### config.mk
export PLATFORM = sky130hd
export DESIGN_NAME = sss_port
export DESIGN_NICKNAME = d
export VERILOG_FILES = /design/src/common/sss_pkg.sv /design/src/hdl/sss_sync.sv /design/src/hdl/sss_port.sv
export SDC_FILE = /design/constraint.sdc
export NUM_CORES = 1
export LEC_CHECK = 0
export CAP_MARGIN = 20
export CORE_MARGIN = 4
export CORE_UTILIZATION = 39
export DETAILED_ROUTE_END_ITERATION = 7
export DONT_BUFFER_PORTS = 1
export GPL_TIMING_DRIVEN = 0
export PLACE_DENSITY = 0.55
export SLEW_MARGIN = 20
export SYNTH_ARGS = -nofsm -noshare
export SYNTH_HDL_FRONTEND = slang
export SYNTH_SLANG_ARGS = --single-unit
### constraint.sdc
create_clock -name clock -period 3.5 [get_ports clock]
set_clock_uncertainty 0.15 [all_clocks]
set_input_delay 1.05 -clock clock [delete_from_list [all_inputs] [get_ports clock]]
set_output_delay 1.05 -clock clock [all_outputs]
set_load 0.1 [all_outputs]
### src/common/sss_pkg.sv
// Constants shared by the select-synchronised serial port
package sss_pkg;

    // ---------------------------------------------------------------
    // Bus geometry
    // ---------------------------------------------------------------
    localparam int ADDR_W = 3;
    localparam int DATA_W = 8;
    localparam int SYNC_W = 3;

    // ---------------------------------------------------------------
    // Register offsets
    // ---------------------------------------------------------------
    localparam logic [ADDR_W-1:0] OFF_DATA     = 3'h0;
    localparam logic [ADDR_W-1:0] OFF_CTRL1    = 3'h1;
    localparam logic [ADDR_W-1:0] OFF_CTRL3    = 3'h2;
    localparam logic [ADDR_W-1:0] OFF_STAT     = 3'h3;
    localparam logic [ADDR_W-1:0] OFF_IRQ_STAT = 3'h4;
    localparam logic [ADDR_W-1:0] OFF_IRQ_MASK = 3'h5;

    // ---------------------------------------------------------------
    // Field positions
    // ---------------------------------------------------------------
    localparam int CTRL1_WRITE_COLLISION = 7;
    localparam int CTRL1_OV   = 6;
    localparam int CTRL1_EN   = 5;
    localparam int CTRL1_CKP  = 4;
    localparam int CTRL3_BUFFER_OVERWRITE_ENABLE = 4;
    localparam int STAT_SMP   = 7;
    localparam int STAT_CKE   = 6;
    localparam int STAT_BF    = 0;
    localparam int IRQ_DONE   = 0;
    localparam int IRQ_WRITE_COLLISION   = 1;
    localparam int IRQ_OV     = 2;
    localparam int IRQ_W      = 3;
    localparam int SYNC_SEL   = 2;
    localparam int SYNC_SCK   = 1;
    localparam int SYNC_SIN   = 0;

    // ---------------------------------------------------------------
    // Reset values
    // ---------------------------------------------------------------
    localparam logic [7:0]        CTRL1_RST = 8'h00;
    localparam logic [7:0]        DATA_RST  = 8'h00;
    localparam logic [IRQ_W-1:0]  IRQ_RST   = 3'h0;
    localparam logic [SYNC_W-1:0] SYNC_RST  = 3'h4;

    // ---------------------------------------------------------------
    // Mode field codes
    // ---------------------------------------------------------------
    localparam logic [3:0] MODE_MST_DIV4  = 4'h0;
    localparam logic [3:0] MODE_MST_DIV16 = 4'h1;
    localparam logic [3:0] MODE_MST_DIV64 = 4'h2;
    localparam logic [3:0] MODE_MST_ALT   = 4'h3;
    localparam logic [3:0] MODE_SLV_SEL   = 4'h4;
    localparam logic [3:0] MODE_SLV_FREE  = 4'h5;

    // ---------------------------------------------------------------
    // Timing counts (system clocks per half serial clock, minus one) and bits per byte
    // ---------------------------------------------------------------
    localparam logic [5:0] HALF_DIV4  = 6'h01;
    localparam logic [5:0] HALF_DIV16 = 6'h07;
    localparam logic [5:0] HALF_DIV64 = 6'h1f;
    localparam logic [3:0] BITS_BYTE  = 4'h8;

endpackage

### src/hdl/sss_sync.sv
// Three-stage input synchroniser with agreement filter
`timescale 1ns/1ps
module sss_sync (
    input  wire logic                      clock,
    input  wire logic                      rst,
    input  wire logic                      clock_en,
    input  wire logic [sss_pkg::SYNC_W-1:0] async_in,
    output logic      [sss_pkg::SYNC_W-1:0] level_out
);
    import sss_pkg::*;

    typedef struct packed {
        logic [SYNC_W-1:0] s1;
        logic [SYNC_W-1:0] s2;
        logic [SYNC_W-1:0] s3;
        logic [SYNC_W-1:0] lvl;
    } sss_sync_t;

    sss_sync_t         st_reg;
    sss_sync_t         st_next;
    logic [SYNC_W-1:0] lvl_next;

    // ---------------------------------------------------------------
    // Agreement filter, one per input
    // ---------------------------------------------------------------
    for (genvar i = 0; i < SYNC_W; i++) begin : g_bit
        // Accept a change only once stages two and three agree
        assign lvl_next[i] = (st_reg.s2[i] == st_reg.s3[i]) ?
                             st_reg.s3[i] : st_reg.lvl[i];
    end

    // Next state
    always_comb begin
        st_next     = st_reg;
        st_next.s1  = async_in;
        st_next.s2  = st_reg.s1;
        st_next.s3  = st_reg.s2;
        st_next.lvl = lvl_next;
    end

    // State register
    always_ff @(posedge clock) begin
        if (rst) begin
            st_reg <= {SYNC_RST, SYNC_RST, SYNC_RST, SYNC_RST};
        end else if (clock_en) begin
            st_reg <= st_next;
        end
    end

    assign level_out = st_reg.lvl;

endmodule

### src/hdl/sss_port.sv
// Byte-wide serial port with select synchronisation and sleep behaviour
// Summary of operation
// - Select-controlled slave mode runs only with mode field equal to 0100.
// - Select low enables shifting both ways and drives the data output.
// - Select high releases the data output once it has passed the synchroniser, even mid-byte.
// - Select high in that mode, or enable cleared, forces bit count to 0.
// - After deselection, counting restarts from the next select fall.
// - Master transfer holds its state in sleep and resumes on wake.
// - Slave shift register runs from the serial clock, also in sleep.
// - Slave byte of 8 bits sets the flag and requests wake if enabled.
// - Shifting is MSB first; a buffer write loads the shifter directly.
// - Completed byte goes to the buffer unless it is still full with overwrite off, setting buffer-full and flag.
// - Buffer write mid-byte is dropped and sets write collision.
//
// Strobed register access and the placing of the registers were chosen for this implementation.
`timescale 1ns/1ps
module sss_port (
    input  wire logic                      clock,
    input  wire logic                      rst,
    input  wire logic                      clock_en,
    input  wire logic                      sleep_mode,
    input  wire logic [sss_pkg::ADDR_W-1:0] addr,
    input  wire logic [sss_pkg::DATA_W-1:0] wdata,
    input  wire logic                      wr_stb,
    input  wire logic                      rd_stb,
    output logic      [sss_pkg::DATA_W-1:0] rdata,
    input  wire logic                      target_select_n,
    input  wire logic                      serial_in,
    input  wire logic                      serial_clock_pin_in,
    output logic                           serial_clock_pin_out,
    output logic                           serial_clock_pin_oe_n,
    output logic                           serial_out,
    output logic                           serial_out_oe_n,
    output logic                           port_irq_flag,
    output logic                           irq,
    output logic                           wake_request
);
    import sss_pkg::*;

    // ---------------------------------------------------------------
    // State
    // ---------------------------------------------------------------
    typedef struct packed {
        logic [7:0]       control_one;
        logic             buffer_overwrite_enable;
        logic             input_sample_phase;
        logic             transmit_edge;
        logic             rx_buffer_full;
        logic [7:0]       data_buffer;
        logic [7:0]       shift_register;
        logic [3:0]       bit_cnt;
        logic             mst_busy;
        logic [5:0]       div_cnt;
        logic             sck_out;
        logic             sck_oe_n;
        logic             sck_prev;
        logic             out_bit;
        logic             out_oe_n;
        logic [IRQ_W-1:0] irq_stat;
        logic [IRQ_W-1:0] irq_mask;
        logic             irq;
        logic             wake;
        logic [7:0]       rdata;
    } sss_state_t;

    sss_state_t        st_reg;
    sss_state_t        st_next;
    logic [SYNC_W-1:0] pins_sync;

    // ---------------------------------------------------------------
    // Pin synchronisation
    // ---------------------------------------------------------------
    sss_sync sss_sync_inst (
        .clock     (clock),
        .rst       (rst),
        .clock_en  (clock_en),
        .async_in  ({target_select_n, serial_clock_pin_in, serial_in}),
        .level_out (pins_sync)
    );

    // ---------------------------------------------------------------
    // Next-state logic
    // ---------------------------------------------------------------
    always_comb begin
        logic [3:0]       mode;
        logic             enabled;
        logic             clock_idle_level;
        logic             is_master;
        logic             is_slave;
        logic             sel_ok;
        logic             sel_high;
        logic             lead_edge;
        logic             trail_edge;
        logic             sample_edge;
        logic             launch_edge;
        logic             xfer_busy;
        logic             byte_done;
        logic [7:0]       new_byte;
        logic [5:0]       half_cnt;
        logic [IRQ_W-1:0] events;

        mode        = st_reg.control_one[3:0];
        enabled     = st_reg.control_one[CTRL1_EN];
        clock_idle_level         = st_reg.control_one[CTRL1_CKP];
        is_master   = enabled && (mode[3:2] == 2'b00);
        is_slave    = enabled &&
                      (mode == MODE_SLV_SEL || mode == MODE_SLV_FREE);
        sel_high    = pins_sync[SYNC_SEL];
        lead_edge   = 1'b0;
        trail_edge  = 1'b0;
        byte_done   = 1'b0;
        events      = '0;
        new_byte    = {st_reg.shift_register[6:0], pins_sync[SYNC_SIN]};
        st_next     = st_reg;
        st_next.rdata = 8'h00;

        // select pin honoured only in mode 0100
        sel_ok = is_slave && !(mode == MODE_SLV_SEL && sel_high);

        // Half-period of the generated serial clock
        unique case (mode)
            MODE_MST_DIV4:  half_cnt = HALF_DIV4;
            MODE_MST_DIV16: half_cnt = HALF_DIV16;
            default:        half_cnt = HALF_DIV64;
        endcase

        // Transfer in progress, used for collision detection
        xfer_busy = (is_master && st_reg.mst_busy) ||
                    (is_slave && st_reg.bit_cnt != 4'h0);

        // -----------------------------------------------------------
        // Slave edges from the sampled serial clock
        // -----------------------------------------------------------
        st_next.sck_prev = pins_sync[SYNC_SCK];
        // slave shifts on serial clock edges, sleep or not
        if (sel_ok) begin
            lead_edge  = (pins_sync[SYNC_SCK] != clock_idle_level) &&
                         (st_reg.sck_prev == clock_idle_level);
            trail_edge = (pins_sync[SYNC_SCK] == clock_idle_level) &&
                         (st_reg.sck_prev != clock_idle_level);
        end

        // -----------------------------------------------------------
        // Master clock generator
        // -----------------------------------------------------------
        if (!is_master || !st_reg.mst_busy) begin
            st_next.sck_out = clock_idle_level;
            st_next.div_cnt = 6'h00;
        // sleep freezes the master transfer in place
        end else if (!sleep_mode) begin
            if (st_reg.div_cnt == half_cnt) begin
                st_next.div_cnt = 6'h00;
                st_next.sck_out = !st_reg.sck_out;
                lead_edge       = (st_reg.sck_out == clock_idle_level);
                trail_edge      = (st_reg.sck_out != clock_idle_level);
            end else begin
                st_next.div_cnt = st_reg.div_cnt + 6'h01;
            end
        end
        st_next.sck_oe_n = !is_master;

        // Transmit edge bit picks which edge samples
        sample_edge = st_reg.transmit_edge ? lead_edge : trail_edge;
        launch_edge = st_reg.transmit_edge ? trail_edge : lead_edge;

        // -----------------------------------------------------------
        // Shifting
        // -----------------------------------------------------------
        // shift in at the LSB, present the MSB
        if (launch_edge) begin
            st_next.out_bit = st_reg.shift_register[7];
        end
        if (sample_edge && st_reg.bit_cnt != BITS_BYTE) begin
            st_next.shift_register = new_byte;
            st_next.bit_cnt        = st_reg.bit_cnt + 4'h1;
            if (st_reg.bit_cnt == BITS_BYTE - 4'h1) begin
                byte_done = 1'b1;
                // Slave wraps for the next byte
                if (is_slave) begin
                    st_next.bit_cnt = 4'h0;
                end
            end
        end

        // Master stops once the clock is back at idle
        if (is_master && st_reg.mst_busy && trail_edge &&
            st_next.bit_cnt == BITS_BYTE) begin
            st_next.mst_busy = 1'b0;
            st_next.bit_cnt  = 4'h0;
        end

        // deselect or disable clears the bit counter
        if (!enabled || (is_slave && mode == MODE_SLV_SEL && sel_high)) begin
            // next select fall starts a fresh byte
            st_next.bit_cnt  = 4'h0;
            st_next.mst_busy = 1'b0;
        end

        // release data out the cycle after the synchronised select goes high
        // float modelled by an active-low enable
        st_next.out_oe_n = !(sel_ok || is_master);

        // -----------------------------------------------------------
        // Register writes
        // -----------------------------------------------------------
        if (wr_stb) begin
            unique case (addr)
                OFF_DATA: begin
                    // write during a byte is dropped
                    if (xfer_busy || st_reg.control_one[CTRL1_WRITE_COLLISION]) begin
                        events[IRQ_WRITE_COLLISION] = 1'b1;
                    end else begin
                        st_next.shift_register = wdata;
                        st_next.out_bit        = wdata[7];
                        if (is_master) begin
                            st_next.mst_busy = 1'b1;
                            st_next.bit_cnt  = 4'h0;
                        end
                    end
                end
                OFF_CTRL1: begin
                    // Flags clear by writing zero, config bits store
                    st_next.control_one = {
                        st_reg.control_one[CTRL1_WRITE_COLLISION] & wdata[CTRL1_WRITE_COLLISION],
                        st_reg.control_one[CTRL1_OV] & wdata[CTRL1_OV],
                        wdata[5:0]};
                end
                OFF_CTRL3: begin
                    st_next.buffer_overwrite_enable = wdata[CTRL3_BUFFER_OVERWRITE_ENABLE];
                end
                OFF_STAT: begin
                    st_next.input_sample_phase = wdata[STAT_SMP];
                    st_next.transmit_edge      = wdata[STAT_CKE];
                end
                OFF_IRQ_STAT: begin
                    // Write one to clear
                    st_next.irq_stat = st_reg.irq_stat & ~wdata[IRQ_W-1:0];
                end
                OFF_IRQ_MASK: begin
                    st_next.irq_mask = wdata[IRQ_W-1:0];
                end
                default: begin
                end
            endcase
        end

        // -----------------------------------------------------------
        // Register reads, data in the following cycle
        // -----------------------------------------------------------
        if (rd_stb) begin
            unique case (addr)
                OFF_DATA: begin
                    st_next.rdata          = st_reg.data_buffer;
                    st_next.rx_buffer_full = 1'b0;
                end
                OFF_CTRL1:    st_next.rdata = st_reg.control_one;
                OFF_CTRL3:    st_next.rdata =
                    {3'h0, st_reg.buffer_overwrite_enable, 4'h0};
                OFF_STAT:     st_next.rdata =
                    {st_reg.input_sample_phase, st_reg.transmit_edge,
                     5'h00, st_reg.rx_buffer_full};
                OFF_IRQ_STAT: st_next.rdata = {5'h00, st_reg.irq_stat};
                OFF_IRQ_MASK: st_next.rdata = {5'h00, st_reg.irq_mask};
                default:      st_next.rdata = 8'h00;
            endcase
        end

        // -----------------------------------------------------------
        // Byte completion, after the bus so a set beats a clear
        // -----------------------------------------------------------
        if (byte_done) begin
            events[IRQ_DONE] = 1'b1;
            if (st_next.rx_buffer_full && !st_reg.buffer_overwrite_enable)
            begin
                // Unread byte kept, newer one lost
                events[IRQ_OV] = 1'b1;
            end else begin
                st_next.data_buffer    = new_byte;
                st_next.rx_buffer_full = 1'b1;
            end
        end

        // Sticky flags, hardware set wins
        if (events[IRQ_WRITE_COLLISION]) begin
            st_next.control_one[CTRL1_WRITE_COLLISION] = 1'b1;
        end
        if (events[IRQ_OV]) begin
            st_next.control_one[CTRL1_OV] = 1'b1;
        end
        st_next.irq_stat = st_next.irq_stat | events;

        // unmasked flag drives interrupt and wake request
        st_next.irq  = |(st_next.irq_stat & st_next.irq_mask);
        st_next.wake = st_next.irq && sleep_mode;
    end

    // ---------------------------------------------------------------
    // State register
    // ---------------------------------------------------------------
    always_ff @(posedge clock) begin
        if (rst) begin
            st_reg                         <= '0;
            st_reg.control_one             <= CTRL1_RST;
            st_reg.data_buffer             <= DATA_RST;
            st_reg.shift_register          <= DATA_RST;
            st_reg.irq_stat                <= IRQ_RST;
            st_reg.irq_mask                <= IRQ_RST;
            st_reg.sck_oe_n                <= 1'b1;
            st_reg.out_oe_n                <= 1'b1;
            st_reg.sck_prev                <= 1'b0;
        end else if (clock_en) begin
            st_reg <= st_next;
        end
    end

    // ---------------------------------------------------------------
    // Outputs, each straight from the state register
    // ---------------------------------------------------------------
    assign rdata                 = st_reg.rdata;
    assign serial_clock_pin_out  = st_reg.sck_out;
    assign serial_clock_pin_oe_n = st_reg.sck_oe_n;
    assign serial_out            = st_reg.out_bit;
    assign serial_out_oe_n       = st_reg.out_oe_n;
    assign port_irq_flag         = st_reg.irq_stat[IRQ_DONE];
    assign irq                   = st_reg.irq;
    assign wake_request          = st_reg.wake;

endmodule

* Word level (Yosys, flattened, before mapping)
Index checks and enable logic that the tools add are counted.
** Word-level totals
- Bits of input ports :: 20
- Logic and storage cells :: 159
- Output and inout bits :: 15
- Register bits :: 72
** Cells by class
- Multiplexer cells :: 51
- Add/subtract/negate cells :: 2
- Equal/unequal tests :: 22
- Bitwise gates (word level) :: 7
- Reductions and logical operators :: 49
** Operators with widths (number)
- case mux 8 bit (6 select lines) :: 1
- two-way mux 13 bit :: 3
- two-way mux 1 bit :: 28
- AND reduction 3 bit :: 7
- two-way mux 9 bit :: 2
- two-way mux 8 bit :: 2
- logical AND 1 bit :: 15
- two-way mux 5 bit :: 3
- two-way mux 7 bit :: 2
- equality test 4 x 3 -> 1 bit (second input constant) :: 3
- two-way mux 12 bit :: 1
- two-way mux 6 bit :: 2
- two-way mux 11 bit :: 1
- case mux 5 bit (2 select lines) :: 1
- nonzero test 2 bit :: 5
- two-way mux 4 bit :: 2
- AND reduction 2 bit :: 4
- logical NOT 1 bit :: 7
- adder 6 x 1 -> 6 bit (second input constant) :: 1
- bitwise AND 3 bit :: 2
- equality test 1 bit :: 6
- equality test 3 x 2 -> 1 bit (second input constant) :: 2
- equality test 3 bit (second input constant) :: 2
- equality test 6 bit :: 1
- 19 further kinds :: 28

* Logic depth before layout (Yosys ltp)
Gate-level depths: netlist of run 1.
- Depth in word-level cells :: 19
- Depth in mapped cells :: 9
- Mapped depth without buffers :: 9

* Modules after synthesis
From an unflattened synthesis of run 1, not the netlist that was laid out.
** Second synthesis, totals
- Cells, all modules :: 431
- Area total of the unflattened synthesis :: 3669.8 sq um
** By module, submodules not included
- sss_port :: instances 1, sequential area each 1201.2 sq um, area an instance 3191.8 sq um, cells each 382
- sss_sync :: instances 1, sequential area each 240.2 sq um, area an instance 478.0 sq um, cells each 49

* Worst setup path before layout of run 1
No wires, ideal clock.
- Path kind :: input to register
- Start :: input addr[2] in the netlist's numbering
- End :: register st_reg[30] in the netlist's numbering
- Slack :: 0.548 ns
- Cell stages on the path :: 8
- Path buffers :: 1
- Data required time :: 3.234 ns
- Library setup time :: 0.116 ns
- Arrival :: 2.686 ns
- Cells stage by stage :: buf_6 > nor4b_1 > o2111ai_1 > o21a_1 > nand2_1 > o21ai_0 > o311a_1 > a31o_1
** Between the ends
- Word-level cells in the longest chain between the ends :: 3
** RTL lines
- start: declaration :: line sss_port.sv:22 : input wire logic [sss_pkg::ADDR_W-1:0] addr,
- logical NOT 3 bit :: line sss_port.sv:207 : unique case (addr)
- two-way mux 13 bit :: line sss_port.sv:207
- two-way mux 13 bit :: line sss_port.sv:206 : if (wr_stb) begin
- end signal: assignment :: line sss_port.sv:312 : st_reg <= st_next;
- end: declaration :: line sss_port.sv:66 : sss_state_t st_reg;
No other way between the ends.
A chain may end at the register's enable or synchronous reset.

* Final worst setup path of run 1
Ends and elaborated chain as after synthesis.

==> results of run 1 <==
## where the power goes
part / internal [mW] / switching, mW
Combinational: 0.0338 / 0.0741
Clock: 0.436 / 0.312
Sequential: 0.829 / 0.0223
Total: 1.30 / 0.408
## synth_stat cells, types with 3 or more instances
cell      count
o221a_2       8
mux4_2        3
a22o_1        3
nand2b_1      4
buf_1         6
nor3_1        6
xor2_1        5
buf_4         9
nor2_1       54
a21oi_1      47
inv_1        17
nand4_1       4
clkbuf_1     13
a211oi_1      4
nor2b_1       3
nand3_1      14
buf_6         3
ha_1          3
nand3b_1      3
o21ai_0      21
mux2i_1      31
nand2_1      45
dfxtp_1      72
## worst min-delay path, delay by kind of cell, from the launching register on
| kind | cells | cell delay, ns |
|---|---|---|
| flip-flops | 1 | 0.32 |
| AND/OR/NAND/NOR | 1 | 0.06 |
| AO/OA/AOI/OAI | 1 | 0.05 |
## worst paths after layout
| check | startpoint | slack (ns) | endpoint |
|---|---|---|---|
| worst max-delay path | addr[2] | 0.40 | st_reg[30] |
| worst min-delay path | rdata[4] | 0.32 | rdata[4] |
| worst max register to register | st_reg[28] | 0.79 | st_reg[30] |
| worst min register to register | rdata[4] | 0.32 | rdata[4] |
## metrics by stage
stage	hold WS, ns	setup WS (ns)	util, %
final	0.315	0.400	44.4
after global placement	0.297	0.0297	42.0
after global routing	0.350	0.211	44.4
after floorplan	0.286	0.548	-
after detailed placement	0.303	0.00778	42.0
after CTS	0.315	0.386	44.4
## cell families (layout without fill, tap and decap cells)
family | after synthesis | count (layout) | share of synthesized area [%]
AOI/OAI and AO/OA | 113 | 113 | 20.4
xor gates and xnor gates | 5 | 5 | 1.17
adders and majority gates | 3 | 3 | 1.00
buffers and inverters | 49 | 64 | 6.46
DFF | 72 | 72 | 38.6
muxes | 35 | 35 | 10.4
and+or+nand+nor | 159 | 159 | 22.0
## per-layer routing
| metal | part of all wire, % | track usage (%) |
|---|---|---|
| met4 | 1.6 | 5.55 |
| met2 | 43 | 28.1 |
| met1 | 48 | 26.7 |
| met3 | 7.0 | 5.02 |
| met5 | 0 | 0 |
## layout make-up
cell class                      count  area [um^2]
Buffer                             32          178
Tap cell                          129          161
Clock inverter                      3         65.1
Multi-Input combinational cell    315         2050
Sequential cell                    72         1440
Inverter                           17         63.8
Fill cell                         974         5160
Clock buffer                       12          155
==> results_dict.tcl, run 1 <==
set metrics [dict create \
    slowest_stage "o2111ai_1" \
    syn_nets 459 \
    grtUsageTotal_pct 18.9 \
    pwr_density_cell_nw_per_um2 414 \
    ctsHoldBuffers 0 \
    ir_drop_uv 196 \
    crit_required_ns 3.59 \
    cts_sinks 72 \
    hold_depth 2 \
    end_kind "register" \
    dp_hpwl_um 7570 \
    std_cell_rows 35 \
    insertion_delay_ns 0.35 \
    status "complete, no violations" \
    finalCriticalPeriod_ns 3.10 \
    grt-ovfl-total 0 \
    yosysTopAreaCell "dfxtp_1" \
    nets 470 \
    cts_buffer_depth 2 \
    viasPerCell 5.55 \
    crit_cells 8 \
    grt_pass1_vias 3101 \
    synth.area.top_cells "dfxtp_1 39%, mux2i_1 8.3%, a21oi_1 6.3%" \
    mostFrequentLayoutCells "71 x dfxtp_1, 54 x nor2_1, 47 x a21oi_1" \
    first_pass_iters 5 \
    cts_resized 0 \
    antenna_found_initial 0 \
    gp_congestion 0.813 \
    setup.worst_path.start_class "primary input" \
    h-tree-depth 3 \
    hold_viol 0 \
    drc 0 \
    routed_wl_um 10200 \
    cts_tree "done" \
    max_freq_ghz 0.323 \
    setup_viol 0 \
    wire_per_inst_um 17.7 \
    port_buffers 0 \
    cp_top_family "compound AO/OA/AOI/OAI gates" \
    initial_utilization_pct 40.2 \
    grt_pass1_wl_um 16700 \
    antenna_cells 0 \
    avgSynthCellArea_um2 8.57 \
    slew_headroom_pct 29.2 \
    leakagePower_nw 1.58 \
    cp_num_buf_inv 1 \
    synth_flop_cell "dfxtp_1" \
    synth_top_area_share_pct 38.6 \
    die-width_um 106 \
    final_cells 580 \
    rsz0062_at_grt "false" \
    synth_warnings 0 \
    cp_cell_sequence "buf_6, nor4b_1, o2111ai_1, o21a_1, nand2_1, o21ai_0, o311a_1, a31o_1" \
    slowest_delay_ns 0.55 \
    rr_worst_depth 9 \
    grt_max_degree 12 \
    drtAntennaViolNets 0 \
    postCtsSetupRepairBufs 0 \
    totalNegativeSetupSlack_ns 0 \
    stdcell_area_um2 4120 \
    cts-root-buf "clkbuf_8" \
    design.die.area_um2 11200 \
    ys_seq_area_share_pct 38.6 \
    finalPower_mw 1.71 \
    cp.arrival_ns 3.19 \
    synth-seq-cells 72 \
    die_h_um 106 \
    synth_area_um2 3740 \
    worstPathMaxFanout 10 \
    path_class "primary input to register" \
    synth_cells 436 \
    drv_slew 0 \
    largest_register_ffs 45 \
    numCtsBuffers 9 \
    synth_cell_types 68 \
    syn_to_final_growth_pct 10.2 \
    drt_iter0_drc 219 \
    synth_edf_count 0 \
    tightest_slew_ns 1.06 \
    design.core.area_um2 9280 \
    layout_commonest_cell "dfxtp_1" \
    dpl_cell_area_um2 3900 \
    drive_gt1_share_pct 11.5 \
    vias 3219 \
    hold_path.class "register to register" \
    maxCapViolations 0 \
    path_clk_slew_ns 0.08 \
    async_reset_ff_share_pct 0 \
    dp_cells 565 \
    io-pin-count 35 \
    post-route-period-util_pct 88.6 \
]
No activity file was read; power rests on OpenSTA's default activity.
==> inputs of run 2 (changes only) <==
--- a/config.mk
+++ b/config.mk
@@ -5,14 +5,15 @@
 export SDC_FILE = /design/constraint.sdc
 export NUM_CORES = 1
 export LEC_CHECK = 0
+export BUFFER_PORTS_ARGS = -buffer_cell sky130_fd_sc_hd__buf_2
 export CAP_MARGIN = 20
 export CORE_MARGIN = 4
 export CORE_UTILIZATION = 39
 export DETAILED_ROUTE_END_ITERATION = 7
-export DONT_BUFFER_PORTS = 1
 export GPL_TIMING_DRIVEN = 0
-export PLACE_DENSITY = 0.55
+export PLACE_DENSITY = 0.58
 export SLEW_MARGIN = 20
 export SYNTH_ARGS = -nofsm -noshare
 export SYNTH_HDL_FRONTEND = slang
 export SYNTH_SLANG_ARGS = --single-unit
+export TNS_END_PERCENT = 30
==> run 2 against run 1 <==
  * Worst setup slack got worse by 0.12 ns
  * Worst hold slack improved by 0.0021 ns
  * Clock power fell by 5.3%
  * Register-to-register slack improved by 0.07 ns
  * Combinational power rose by 31%
  * First-iteration DRC count rose by 15%
  * Maximum frequency fell by 3.7%
  * Critical endpoint unchanged
  * Largest cell class unchanged
  * Via count rose by 3.6%
==> results_dict.tcl, run 2 (synthesis results as in run 1) <==
set metrics [dict create \
    swShare_pct 26.3 \
    viasPerCell 5.43 \
    setup_viol 0 \
    slowest_delay_ns 0.57 \
    dp_cells 598 \
    port_buffers 33 \
    p_int_mw 1.24 \
    grt_max_degree 14 \
    ctsHoldBuffers 0 \
    nets 503 \
    std_cell_rows 35 \
    syn_to_final_growth_pct 14.5 \
    finalCriticalPeriod_ns 3.22 \
    grtUsageTotal_pct 18.6 \
    mostFrequentLayoutCells "72 x dfxtp_1, 54 x nor2_1, 47 x a21oi_1" \
    design.core.area_um2 9280 \
    wire_per_inst_um 16.4 \
    cts-root-buf "clkbuf_8" \
    pre_cts_ws_ns -0.0615 \
    max_freq_ghz 0.311 \
    die_h_um 106 \
    dp_hpwl_um 7540 \
    h-tree-depth 3 \
    final_cells 614 \
    drt_iter0_drc 251 \
    drc 0 \
    power_frac_seq_pct 49.6 \
    postCtsSetupRepairBufs 0 \
    initial_utilization_pct 40.2 \
    cts_sinks 72 \
    hold_viol 0 \
    status "complete, no violations" \
    post-route-period-util_pct 92.0 \
    drive_gt1_share_pct 17.7 \
    clkPwrFrac_pct 42.0 \
    maxCapViolations 0 \
    die-width_um 106 \
    path_clk_slew_ns 0.09 \
    first_pass_iters 4 \
    numCtsBuffers 9 \
    crit_required_ns 3.59 \
    p_switching_uw 444 \
    pwr_density_cell_nw_per_um2 394 \
    worstPathMaxFanout 10 \
    grt-ovfl-total 0 \
    worst_hold_slack_ns 0.317 \
    rsz0062_at_grt "false" \
    gp_congestion 0.878 \
    postLayoutSetupSlackWorst_ns 0.280 \
    leakagePower_nw 1.71 \
    slowest_stage "nor4b_1" \
    tightest_slew_ns 0.772 \
    grt_pass1_vias 3199 \
    dpl_cell_area_um2 4060 \
    drv_slew 0 \
    cp_cell_sequence "buf_2, buf_6, nor4b_1, o2111ai_1, o21a_1, nand2_1, o21ai_0, o311a_1, a31o_1" \
    ir_drop_uv 227 \
    end_kind "register" \
    cts_tree "done" \
    setup.worst_path.start_class "primary input" \
    design.die.area_um2 11200 \
    largest_register_ffs 45 \
    io-pin-count 35 \
    insertion_delay_ns 0.35 \
    hold_path.class "register to register" \
    totalNegativeSetupSlack_ns 0 \
    fin_util_pct 46.1 \
    slew_headroom_pct 48.5 \
    antenna_found_initial 0 \
    path_class "primary input to register" \
    stdcell_area_um2 4280 \
    grt_pass1_wl_um 16500 \
    finalPower_mw 1.69 \
    cts_buffer_depth 2 \
    routed_wl_um 10100 \
    comb_power_share_pct 8.4 \
    n_fill_cell 952 \
    antenna_cells 0 \
    vias 3335 \
    cts_resized 0 \
    layout_commonest_cell "dfxtp_1" \
    drtAntennaViolNets 0 \
    cp.arrival_ns 3.31 \
]
==> run 2: power groups by stage <==
stage	registers, mW	clock network [mW]	logic (mW)
6_report	0.836	0.708	0.142
5_1_grt	0.838	0.758	0.154
4_1_cts	0.836	0.720	0.142
3_5_place_dp	0.855	0	0.141
3_3_place_gp	0.855	0	0.140
2_1_floorplan	0.867	0	0.0804
==> run 2: layout make-up <==
class	count	area (um^2)	share of cell area (%)
multi-input combinational	315	2050	48.0
inverter	17	63.8	1.49
buffer	32	178	4.15
clock inverter	5	62.6	1.46
tap	129	161	3.77
timing repair buffer	33	165	3.86
sequential	72	1440	33.7
clock buffer	11	151	3.54
==> run 2: final timing paths <==
check	startpoint	end	slack, ns	cells after the start
setup / recovery	addr[2]	st_reg[30]	0.28	9
hold / removal	rdata[4]	rdata[4]	0.32	2
setup reg to reg	st_reg[53]	st_reg[27]	0.86	6
hold reg to reg	rdata[4]	rdata[4]	0.32	2
==> run 2: critical path, delay by kind of cell <==
| kind | cells | cell delay (ns) |
|---|---|---|
| simple gates | 2 | 0.72 |
| compound gates | 5 | 1.29 |
| buf+inv | 2 | 0.25 |
==> run 2: routing by layer <==
| layer | vias up | routed length (um) | track usage (%) |
|---|---|---|---|
| met5 | - | 0 | 0 |
| met4 | 0 | 173 | 6.29 |
| met3 | 15 | 540 | 3.98 |
| met2 | 88 | 4460 | 28.5 |
| met1 | 1578 | 4920 | 25.9 |
| li1 | 1654 | - | - |
